## src/tls_map.vh

```
// tls_map.vh: register offsets, field codes and reset values of the torque limit selector
// assumes: included by bare name by the selector design files
`ifndef TLS_MAP_VH
`define TLS_MAP_VH
// register word byte addresses (avalon, 32-bit words)
`define TLS_ADDR_W 6
`define TLS_OFS_CURVE 6'h00
`define TLS_OFS_SOURCE 6'h04
`define TLS_OFS_LIM1 6'h08
`define TLS_OFS_LIM2 6'h0c
`define TLS_OFS_LIM3 6'h10
`define TLS_OFS_LIM4 6'h14
`define TLS_OFS_RAMP_HOLD 6'h18
`define TLS_OFS_CNT_ROT 6'h1c
`define TLS_OFS_IN_FUNC 6'h20
`define TLS_OFS_OUT_FUNC 6'h24
`define TLS_OFS_MAX_TRQ 6'h28
`define TLS_OFS_OPTION 6'h2c
`define TLS_OFS_STATUS 6'h30
`define TLS_OFS_IRQ_STAT 6'h34
`define TLS_OFS_IRQ_MASK 6'h38
`define TLS_OFS_ACTIVE_LIM 6'h3c
// codes
`define TLS_CURVE_SLV 8'h03
`define TLS_SRC_QUAD 8'h00
`define TLS_SRC_TERM 8'h01
`define TLS_SRC_ANALOG 8'h02
`define TLS_SRC_OPT1 8'h03
`define TLS_SRC_OPT2 8'h04
`define TLS_EN_OFF 8'h00
`define TLS_EN_ON 8'h01
`define TLS_FN_LIMIT_EN 8'h28
`define TLS_FN_SWITCH_1 8'h29
`define TLS_FN_SWITCH_2 8'h2a
`define TLS_FN_LIMIT_ACT 8'h0a
// limit scaling: percent units, 200 percent at full scale
`define TLS_PCT_FULL 16'h00c8
`define TLS_PCT_MAX_CFG 8'h96
`define TLS_ADC_FULL 16'h0fff
// reset values
`define TLS_RST_LIM 8'h64
`define TLS_RST_MAX_TRQ 8'hc8
`define TLS_RST_FUNC 8'hff
// status bits
`define TLS_ST_ACTIVE 0
`define TLS_ST_HOLD 1
`define TLS_ST_SUPPRESS 2
`define TLS_ST_BADSRC 3
`define TLS_IRQ_W 4
`endif

```

## src/tls_quadrant_pick.v

```verilog
// tls_quadrant_pick.v: picks one of four stored limits by index
// assumes: same-clock inputs; index encodes the limit number minus one
`include "tls_map.vh"
`timescale 1ns/1ps
`default_nettype none
module tls_quadrant_pick #(
   parameter W = 8
) (
   input wire [1:0] sel_i,
   input wire [4*W-1:0] lims_i,
   output wire [W-1:0] lim_o
);
   // plain indexed mux; storage stays in the register file
   assign lim_o = lims_i[sel_i*W +: W];
endmodule // tls_quadrant_pick
`default_nettype wire

```

## src/tls_torque_limit_selector.v

```verilog
// tls_torque_limit_selector.v: torque limit selection, limit status, ramp hold, reverse guard
// assumes: avalon-mm master on core_clk_i; terminal pins asynchronous; analog code 0..full=0..10 V
// Function
// - limiting only under sensorless vector curve
// - decode source: quadrant, terminal, analog, options
// - quadrant mode maps quadrant to limit
// - terminal mode: switch-chosen limit everywhere
// - analog 0..10 V gives 0..200 percent
// - option modes valid only with board
// - enable input off means maximum torque
// - no enable terminal: limiting always active
// - limits are ratios, 200 percent full
// - status output on while limiting operates
// - input codes 41, 42 are switches
// - suppress opposite-direction frequency when enabled
// - hold deceleration ramp while limiting
//
// The placing of the registers and register access over Avalon-MM were chosen for this implementation.
`include "tls_map.vh"
`timescale 1ns/1ps
`default_nettype none
module tls_torque_limit_selector #(
   parameter NIN = 8,
   parameter NOUT = 5,
   parameter AW = 12
) (
   input wire core_clk_i,
   input wire rst_b_i,
   input wire [`TLS_ADDR_W-1:0] avs_address_i,
   input wire avs_read_i,
   input wire avs_write_i,
   input wire [31:0] avs_writedata_i,
   input wire [3:0] avs_byteenable_i,
   output reg [31:0] avs_readdata_o,
   output wire avs_waitrequest_o,
   input wire [NIN-1:0] input_terminal_i,
   input wire [AW-1:0] analog_limit_input_i,
   input wire [1:0] quadrant_i,
   input wire option_board_fitted_i,
   input wire [7:0] option_limit_1_i,
   input wire [7:0] option_limit_2_i,
   input wire [15:0] torque_est_i,
   input wire run_reverse_i,
   input wire freq_reverse_i,
   input wire decelerating_i,
   output reg [7:0] torque_limit_o,
   output reg limit_active_output_o,
   output reg [NOUT-1:0] output_terminal_o,
   output reg ramp_hold_o,
   output reg freq_suppress_o,
   output wire irq_o
);
   reg [7:0] control_curve_select_q;
   reg [7:0] limit_source_select_q;
   reg [7:0] limit_value_q [0:3];
   reg [7:0] ramp_hold_on_limit_enable_q;
   reg [7:0] counter_rotation_prevent_enable_q;
   reg [7:0] input_terminal_function_q [0:NIN-1];
   reg [7:0] output_terminal_function_q [0:NOUT-1];
   reg [7:0] max_torque_q;
   reg [`TLS_IRQ_W-1:0] irq_stat_q;
   reg [`TLS_IRQ_W-1:0] irq_mask_q;
   reg [NIN-1:0] pin_meta_q;
   reg [NIN-1:0] pin_sync_q;
   reg [AW-1:0] ana_meta_q;
   reg [AW-1:0] ana_sync_q;
   reg [AW-1:0] ana_prev_q;
   reg [AW-1:0] ana_hold_q;
   reg [`TLS_IRQ_W-1:0] evt_prev_q;
   reg rd_pending_q;
   reg [31:0] rd_d;
   reg [7:0] sel_lim_d;
   reg [7:0] lim_d;
   reg src_ok_d;
   reg active_d;
   reg [1:0] pick_d;
   reg [31:0] wmask_d;
   wire [7:0] stored_lim;
   wire [AW+7:0] ana_prod;
   wire [AW+7:0] ana_quot;
   wire [7:0] ana_pct;
   wire [`TLS_IRQ_W-1:0] evt;
   wire slv;
   wire [NIN-1:0] fn_en, fn_s1, fn_s2, fn_asg;
   wire [NOUT-1:0] fn_act;
   wire has_en, en_on, sw1, sw2, wr_hit, rd_hit;
   integer k;
   genvar g;

   // pins pass two flip-flops before any logic looks at them; the analog word is
   // only taken once two synced samples agree, so a code caught mid-change is dropped
   always @(posedge core_clk_i) begin
      if (!rst_b_i) begin
         pin_meta_q <= {NIN{1'b0}};
         pin_sync_q <= {NIN{1'b0}};
         ana_meta_q <= {AW{1'b0}};
         ana_sync_q <= {AW{1'b0}};
         ana_prev_q <= {AW{1'b0}};
         ana_hold_q <= {AW{1'b0}};
      end else begin
         pin_meta_q <= input_terminal_i;
         pin_sync_q <= pin_meta_q;
         ana_meta_q <= analog_limit_input_i;
         ana_sync_q <= ana_meta_q;
         ana_prev_q <= ana_sync_q;
         if (ana_sync_q == ana_prev_q)
            ana_hold_q <= ana_sync_q;
      end
   end

   // per-terminal function decode
   generate
      for (g = 0; g < NIN; g = g + 1) begin : g_in
         assign fn_asg[g] = (input_terminal_function_q[g] == `TLS_FN_LIMIT_EN);
         assign fn_en[g] = pin_sync_q[g] & (input_terminal_function_q[g] == `TLS_FN_LIMIT_EN);
         assign fn_s1[g] = (input_terminal_function_q[g] == `TLS_FN_SWITCH_1) & pin_sync_q[g];
         assign fn_s2[g] = (input_terminal_function_q[g] == `TLS_FN_SWITCH_2) & pin_sync_q[g];
      end
      for (g = 0; g < NOUT; g = g + 1) begin : g_out
         assign fn_act[g] = (output_terminal_function_q[g] == `TLS_FN_LIMIT_ACT);
      end
   endgenerate

   // an enable terminal counts as assigned if any function slot holds its code;
   // per-slot flags keep this sensitive to every slot, a function call here would not be
   assign has_en = |fn_asg;
   assign en_on = |fn_en;
   assign sw1 = |fn_s1;
   assign sw2 = |fn_s2;
   assign slv = (control_curve_select_q == `TLS_CURVE_SLV);

   // analog code scaled linearly so the full code lands exactly on 200 percent;
   // dividing by the full code, not a power of two, keeps the top of the range reachable
   assign ana_prod = ana_hold_q * `TLS_PCT_FULL;
   assign ana_quot = ana_prod / `TLS_ADC_FULL;
   assign ana_pct = ana_quot[7:0];

   tls_quadrant_pick #(
      .W(8)
   ) u_pick (
      .sel_i(pick_d),
      .lims_i({limit_value_q[3], limit_value_q[2], limit_value_q[1], limit_value_q[0]}),
      .lim_o(stored_lim)
   );

   // source decode and enable gating; the limit is a ratio code, never absolute torque
   always @* begin
      pick_d = 2'b00;
      sel_lim_d = max_torque_q;
      src_ok_d = 1'b1;
      case (limit_source_select_q)
         `TLS_SRC_QUAD: begin
            // quadrant: 0 fwd power, 1 rev regen, 2 rev power, 3 fwd regen
            pick_d = quadrant_i;
            sel_lim_d = stored_lim;
         end
         `TLS_SRC_TERM: begin
            pick_d = {sw2, sw1};
            sel_lim_d = stored_lim;
         end
         `TLS_SRC_ANALOG: begin
            sel_lim_d = ana_pct;
         end
         `TLS_SRC_OPT1: begin
            src_ok_d = option_board_fitted_i;
            sel_lim_d = option_board_fitted_i ? option_limit_1_i : max_torque_q;
         end
         `TLS_SRC_OPT2: begin
            src_ok_d = option_board_fitted_i;
            sel_lim_d = option_board_fitted_i ? option_limit_2_i : max_torque_q;
         end
         default: begin
            src_ok_d = 1'b0;
         end
      endcase
      // without an enable terminal the mode stays on; with one it follows the pin
      if (has_en && !en_on)
         lim_d = max_torque_q;
      else
         lim_d = sel_lim_d;
      if (!slv || !src_ok_d)
         lim_d = max_torque_q;
      // operating means the estimate reached the applied limit
      active_d = slv && src_ok_d && (!has_en || en_on) &&
                 (torque_est_i >= {8'h00, lim_d});
   end

   // drive-facing outputs, registered
   always @(posedge core_clk_i) begin
      if (!rst_b_i) begin
         torque_limit_o <= `TLS_RST_MAX_TRQ;
         limit_active_output_o <= 1'b0;
         output_terminal_o <= {NOUT{1'b0}};
         ramp_hold_o <= 1'b0;
         freq_suppress_o <= 1'b0;
      end else begin
         torque_limit_o <= lim_d;
         limit_active_output_o <= active_d;
         output_terminal_o <= fn_act & {NOUT{active_d}};
         // hold drops in the same cycle as the limit status, so the ramp resumes from the held value
         ramp_hold_o <= active_d && decelerating_i &&
                        (ramp_hold_on_limit_enable_q == `TLS_EN_ON);
         freq_suppress_o <= slv && (counter_rotation_prevent_enable_q == `TLS_EN_ON) &&
                            (run_reverse_i != freq_reverse_i);
      end
   end

   // events: rising edges of active, hold, suppress, and an invalid source
   assign evt = {slv & ~src_ok_d, freq_suppress_o, ramp_hold_o, limit_active_output_o};
   assign irq_o = |(irq_stat_q & irq_mask_q);

   // one-wait-state answer: waitrequest only in the first cycle of a read
   assign rd_hit = avs_read_i && !rd_pending_q;
   assign avs_waitrequest_o = rd_hit;
   assign wr_hit = avs_write_i;

   always @* begin
      wmask_d = {{8{avs_byteenable_i[3]}}, {8{avs_byteenable_i[2]}},
                 {8{avs_byteenable_i[1]}}, {8{avs_byteenable_i[0]}}};
      rd_d = 32'h0000_0000;
      case (avs_address_i)
         `TLS_OFS_CURVE: rd_d = {24'h000000, control_curve_select_q};
         `TLS_OFS_SOURCE: rd_d = {24'h000000, limit_source_select_q};
         `TLS_OFS_LIM1: rd_d = {24'h000000, limit_value_q[0]};
         `TLS_OFS_LIM2: rd_d = {24'h000000, limit_value_q[1]};
         `TLS_OFS_LIM3: rd_d = {24'h000000, limit_value_q[2]};
         `TLS_OFS_LIM4: rd_d = {24'h000000, limit_value_q[3]};
         `TLS_OFS_RAMP_HOLD: rd_d = {24'h000000, ramp_hold_on_limit_enable_q};
         `TLS_OFS_CNT_ROT: rd_d = {24'h000000, counter_rotation_prevent_enable_q};
         `TLS_OFS_IN_FUNC: rd_d = {24'h000000, input_terminal_function_q[0]};
         `TLS_OFS_OUT_FUNC: rd_d = {24'h000000, output_terminal_function_q[0]};
         `TLS_OFS_MAX_TRQ: rd_d = {24'h000000, max_torque_q};
         `TLS_OFS_OPTION: rd_d = {31'h00000000, option_board_fitted_i};
         `TLS_OFS_STATUS: rd_d = {28'h0000000, evt};
         `TLS_OFS_IRQ_STAT: rd_d = {28'h0000000, irq_stat_q};
         `TLS_OFS_IRQ_MASK: rd_d = {28'h0000000, irq_mask_q};
         `TLS_OFS_ACTIVE_LIM: rd_d = {24'h000000, torque_limit_o};
         default: rd_d = 32'h0000_0000;
      endcase
   end

   // register file; software keeps stored limits within 0..150 percent, not checked here
   always @(posedge core_clk_i) begin
      if (!rst_b_i) begin
         control_curve_select_q <= `TLS_CURVE_SLV;
         limit_source_select_q <= `TLS_SRC_QUAD;
         for (k = 0; k < 4; k = k + 1)
            limit_value_q[k] <= `TLS_RST_LIM;
         ramp_hold_on_limit_enable_q <= `TLS_EN_OFF;
         counter_rotation_prevent_enable_q <= `TLS_EN_OFF;
         for (k = 0; k < NIN; k = k + 1)
            input_terminal_function_q[k] <= `TLS_RST_FUNC;
         for (k = 0; k < NOUT; k = k + 1)
            output_terminal_function_q[k] <= `TLS_RST_FUNC;
         max_torque_q <= `TLS_RST_MAX_TRQ;
         irq_stat_q <= {`TLS_IRQ_W{1'b0}};
         irq_mask_q <= {`TLS_IRQ_W{1'b0}};
         evt_prev_q <= {`TLS_IRQ_W{1'b0}};
         rd_pending_q <= 1'b0;
         avs_readdata_o <= 32'h0000_0000;
      end else begin
         evt_prev_q <= evt;
         rd_pending_q <= rd_hit;
         if (rd_hit)
            avs_readdata_o <= rd_d;
         if (wr_hit && avs_byteenable_i[0]) begin
            case (avs_address_i)
               `TLS_OFS_CURVE: control_curve_select_q <= avs_writedata_i[7:0];
               `TLS_OFS_SOURCE: limit_source_select_q <= avs_writedata_i[7:0];
               `TLS_OFS_LIM1: limit_value_q[0] <= avs_writedata_i[7:0];
               `TLS_OFS_LIM2: limit_value_q[1] <= avs_writedata_i[7:0];
               `TLS_OFS_LIM3: limit_value_q[2] <= avs_writedata_i[7:0];
               `TLS_OFS_LIM4: limit_value_q[3] <= avs_writedata_i[7:0];
               `TLS_OFS_RAMP_HOLD: ramp_hold_on_limit_enable_q <= avs_writedata_i[7:0];
               `TLS_OFS_CNT_ROT: counter_rotation_prevent_enable_q <= avs_writedata_i[7:0];
               `TLS_OFS_IN_FUNC: begin
                  // byte 1 names the terminal, byte 0 its function
                  for (k = 0; k < NIN; k = k + 1)
                     if (avs_writedata_i[15:8] == k[7:0])
                        input_terminal_function_q[k] <= avs_writedata_i[7:0];
               end
               `TLS_OFS_OUT_FUNC: begin
                  for (k = 0; k < NOUT; k = k + 1)
                     if (avs_writedata_i[15:8] == k[7:0])
                        output_terminal_function_q[k] <= avs_writedata_i[7:0];
               end
               `TLS_OFS_MAX_TRQ: max_torque_q <= avs_writedata_i[7:0];
               `TLS_OFS_IRQ_MASK: irq_mask_q <= avs_writedata_i[`TLS_IRQ_W-1:0];
               default: ;
            endcase
         end
         // write-one-to-clear, a new edge in the same cycle wins
         if (wr_hit && avs_byteenable_i[0] && avs_address_i == `TLS_OFS_IRQ_STAT)
            irq_stat_q <= (irq_stat_q & ~(avs_writedata_i[`TLS_IRQ_W-1:0] & wmask_d[`TLS_IRQ_W-1:0]))
                          | (evt & ~evt_prev_q);
         else
            irq_stat_q <= irq_stat_q | (evt & ~evt_prev_q);
      end
   end
endmodule // tls_torque_limit_selector
`default_nettype wire

```

## config.mk

```make
export PLATFORM = sky130hd
export DESIGN_NAME = tls_torque_limit_selector
export DESIGN_NICKNAME = d
export VERILOG_FILES = /design/src/tls_quadrant_pick.v /design/src/tls_torque_limit_selector.v
export VERILOG_INCLUDE_DIRS = /design/src /design/src/src
export SDC_FILE = /design/constraint.sdc
export NUM_CORES = 1
export LEC_CHECK = 0
export ABC_AREA = 1
export BUFFER_PORTS_ARGS = -buffer_cell sky130_fd_sc_hd__buf_2
export CORE_AREA = 2 2 222 224
export DETAILED_ROUTE_END_ITERATION = 7
export DIE_AREA = 0 0 224 226
export SYNTH_ARGS = -nofsm -noshare
export SYNTH_HDL_FRONTEND = slang
export SYNTH_SLANG_ARGS = --single-unit
```

## constraint.sdc

```tcl
create_clock -name core_clk_i -period 11.4 [get_ports core_clk_i]
set_input_delay 1.14 -clock core_clk_i [delete_from_list [all_inputs] [get_ports core_clk_i]]
set_output_delay 1.14 -clock core_clk_i [all_outputs]
set_load 0.1 [all_outputs]
```

==> results.yml <==
floorplan:
  core_area_sq_um: 48300
  die_w_um: 224
  rows: 81
  die_area_sq_um: 50600
  die_h_um: 226
  start_util_pct: 32.5
  ios: 154
sta:
  fin_ws_ns: 1.09
  tns_ns: 0
  skew_ns: 0.0174
  relSlewSlack_pct: 22.3
  max_freq_mhz: 97.0
  finalSetupViolCount: 0
  tightest_slew_ns: 1.15
  slew_violations: 0
  fin_crit_sh_pct: 90.5
  rsz0062_at_grt: "false"
  hold_viol_final: 0
  period_minus_slack_ns: 10.31
pwr:
  p_int_mw: 1.85
  p_per_area_nw_per_um2: 155
  switchingPower_mw: 0.921
  clkPwrFrac_pct: 33.6
  combPwrFrac_pct: 26.2
  p_total_mw: 2.77
  leakage_nw: 8.04
  seq_power_share_pct: 40.3
  vdd_drop_max_v: 0.000123
  swShare_pct: 33.2
grt:
  grt_pass1_wl_um: 68100
  grt_pass1_vias: 12800
  grt_max_degree: 77
  grt_antenna_before_repair: 1
  grt.overflow.total: 0
  grt_use_total_pct: 17.0
worst_hold_path:
  min-delay-start: "ana_meta_q[8]"
  hold_path_end: "ana_sync_q[8]"
  hold_path.class: "register to register"
  min_path_cells: 2
yosys:
  synth_top_area_share_pct: 26.0
  synth-edff-count: 136
  avgSynthCellArea_sq_um: 7.74
  yosysMostFrequentCell: "nand2_1"
  synth_area_leader_cell: "edfxtp_1"
  synthDistinctLibCells: 65
  netlist_area_sq_um: 15700
  yosys-top-cells-area: "edfxtp_1, dfxtp_1, nand2_1"
  ys_seq_elements: 277
  asyncSetResetFlopFracSynth_pct: 0
  ys.flop_type: "dfxtp_1"
  yosysSeqAreaShare_pct: 43.9
  ys_top_cells_by_count: "nand2_1, inv_1, nor2_1, dfxtp_1, edfxtp_1"
  yosys_warnings: 0
  syn_inst: 2034
placed_design:
  pre_cts_ws_ns: 0.395
  routabilityCongestion: 0.930
  io_buffers: 110
  dpl_cell_area_sq_um: 16800
  dp_hpwl_um: 33500
finish:
  fin_nets: 2313
  final_cell_area_sq_um: 17900
  drive_above_1_share_pct: 12.5
  syn2layout_area_growth_pct: 13.8
  fin_util_pct: 37.0
worst_setup_path:
  arrival_ns: 10.75
  r2r_slack_ns: 1.09
  worstPathRequired_ns: 11.83
  crit_path_top_delay_cell: "fa_1"
  cp_common_cell: "nand2_1"
  crit_fanout: 15
  start_kind: "register"
  worstReg2RegStart: "ana_hold_q[1]"
  rr_worst_depth: 71
  critPathMaxStageDelay_ns: 0.44
  endpoint_kind: "register"
  rr_endpoint: "output_terminal_o[3]"
  worst-setup-path-type: "register to register"
run_status:
  status: "complete, no violations"
clock_network:
  cts.path.max_buffers: 3
  cts_made_buffers: 28
  clk_latency_ns: 0.56
  h-tree-depth: 1
  cts.reportedPaths.clkPinSlew_ns: 0.06
  hold_buffers: 0
  clockRootBuffer: "clkbuf_16"
  cts.sinks: 277
  cts_tree: "built"
drt:
  ant_nets: 0
  wl_per_cell_um: 15.7
  drt-initial-drc-count: 984
  routed_wl_um: 43900
  vias_per_cell: 4.93
  via_count: 13800
  drc: 0
  dr.pass1.iters: 6
job:
  cap_viol_max_count: 0
-- sequential cells by signal, indices dropped and copies added (netlist names), 5 cells and up --
name	count
input_terminal_function_q	64
output_terminal_function_q	40
limit_value_q	32
ana_hold_q	12
ana_meta_q	12
ana_prev_q	12
ana_sync_q	12
avs_readdata_o	8
control_curve_select_q	8
counter_rotation_prevent_enable_q	8
limit_source_select_q	8
max_torque_q	8
pin_meta_q	8
pin_sync_q	8
ramp_hold_on_limit_enable_q	8
torque_limit_o	8
output_terminal_o	5
-- worst max-delay path by stage --
stage / startpoint / to / slack (ns) / depth (start not counted)
5_1_grt: ana_hold_q[4] / output_terminal_o[2] / 0.01 / 76
3_3_place_gp: ana_hold_q[2] / output_terminal_o[1] / 0.43 / 74
2_1_floorplan: ana_hold_q[2] / output_terminal_o[1] / 2.67 / 72
6_report: ana_hold_q[1] / output_terminal_o[3] / 1.09 / 71
4_1_cts: ana_hold_q[2] / output_terminal_o[1] / 0.31 / 74
3_5_place_dp: ana_hold_q[2] / output_terminal_o[1] / 0.39 / 74
-- critical path: cells and delay by family, from the launching register on --
family	cells	cell delay [ns]
DFF	1	0.37
xor gates and xnor gates	1	0.38
and+or+nand+nor	46	5.11
adders and majority gates	7	2.06
buffers and inverters	9	1.03
AOI/OAI and AO/OA	8	1.20
-- metal layers --
metal | GRT usage [%] | up-vias | part of all wire [%]
li1 | - | 6887 | -
met1 | 22.4 | 6328 | 44
met2 | 28.1 | 462 | 45
met3 | 2.71 | 79 | 7.0
met4 | 6.41 | 2 | 3.3
met5 | 0 | - | 0.030
-- power by group through the flow --
stage               Clock [mW]  Sequential [mW]  Combinational (mW)
floorplan                    0             1.16               0.530
global placement             0             1.14               0.699
detailed placement           0             1.14               0.705
CTS                      0.947             1.12               0.710
global route             0.982             1.12               0.819
finish                   0.931             1.12               0.726
-- per-stage QoR --
stage,hold slack [ns],cells
after global routing,0.429,2792
after floorplan,0.390,2057
after CTS,0.411,2781
after global placement,0.400,2729
after detailed placement,0.400,2729
final,0.409,2793
-- cell type report --
type,count,area (sq um)
timing repair buffer,126,673
clock inverter,7,92.6
fill,5014,30400
tap,622,778
antenna,1,2.50
clock buffer,45,838
multi-input combinational,1380,7350
sequential,277,6910
inverter,335,1260
-- logic make-up after synthesis --
kind of cell | Yosys count | synth area share (%)
simple gates | 962 | 27.5
flops | 277 | 43.9
compound gates | 308 | 11.6
buf+inv | 401 | 10.4
other cells | 1 | 0.0238
fa+ha+maj | 61 | 5.18
xor+xnor | 24 | 1.46
-- timing repair --
item / CTS / global route
setup buffers: 0 / 10
setup endpoints to repair: 0 / 7
gates resized for setup: 0 / 14
-- placed cells by master, fill, tap and decap left out, types with 26 or more instances in the layout --
| master | synthesis | routed |
|---|---|---|
| buf_2 | 1 | 109 |
| inv_1 | 314 | 312 |
| a21oi_1 | 104 | 104 |
| nor3_1 | 26 | 26 |
| nor4_1 | 36 | 35 |
| nand4_1 | 36 | 36 |
| clkbuf_16 | 0 | 30 |
| nand2_2 | 31 | 31 |
| nand3_1 | 97 | 97 |
| nor2_1 | 200 | 200 |
| o21ai_0 | 110 | 109 |
| ha_1 | 54 | 54 |
| dfxtp_1 | 141 | 137 |
| nand2_1 | 482 | 482 |
| edfxtp_1 | 136 | 136 |
Note: power is estimated with default switching activity, not from simulation.
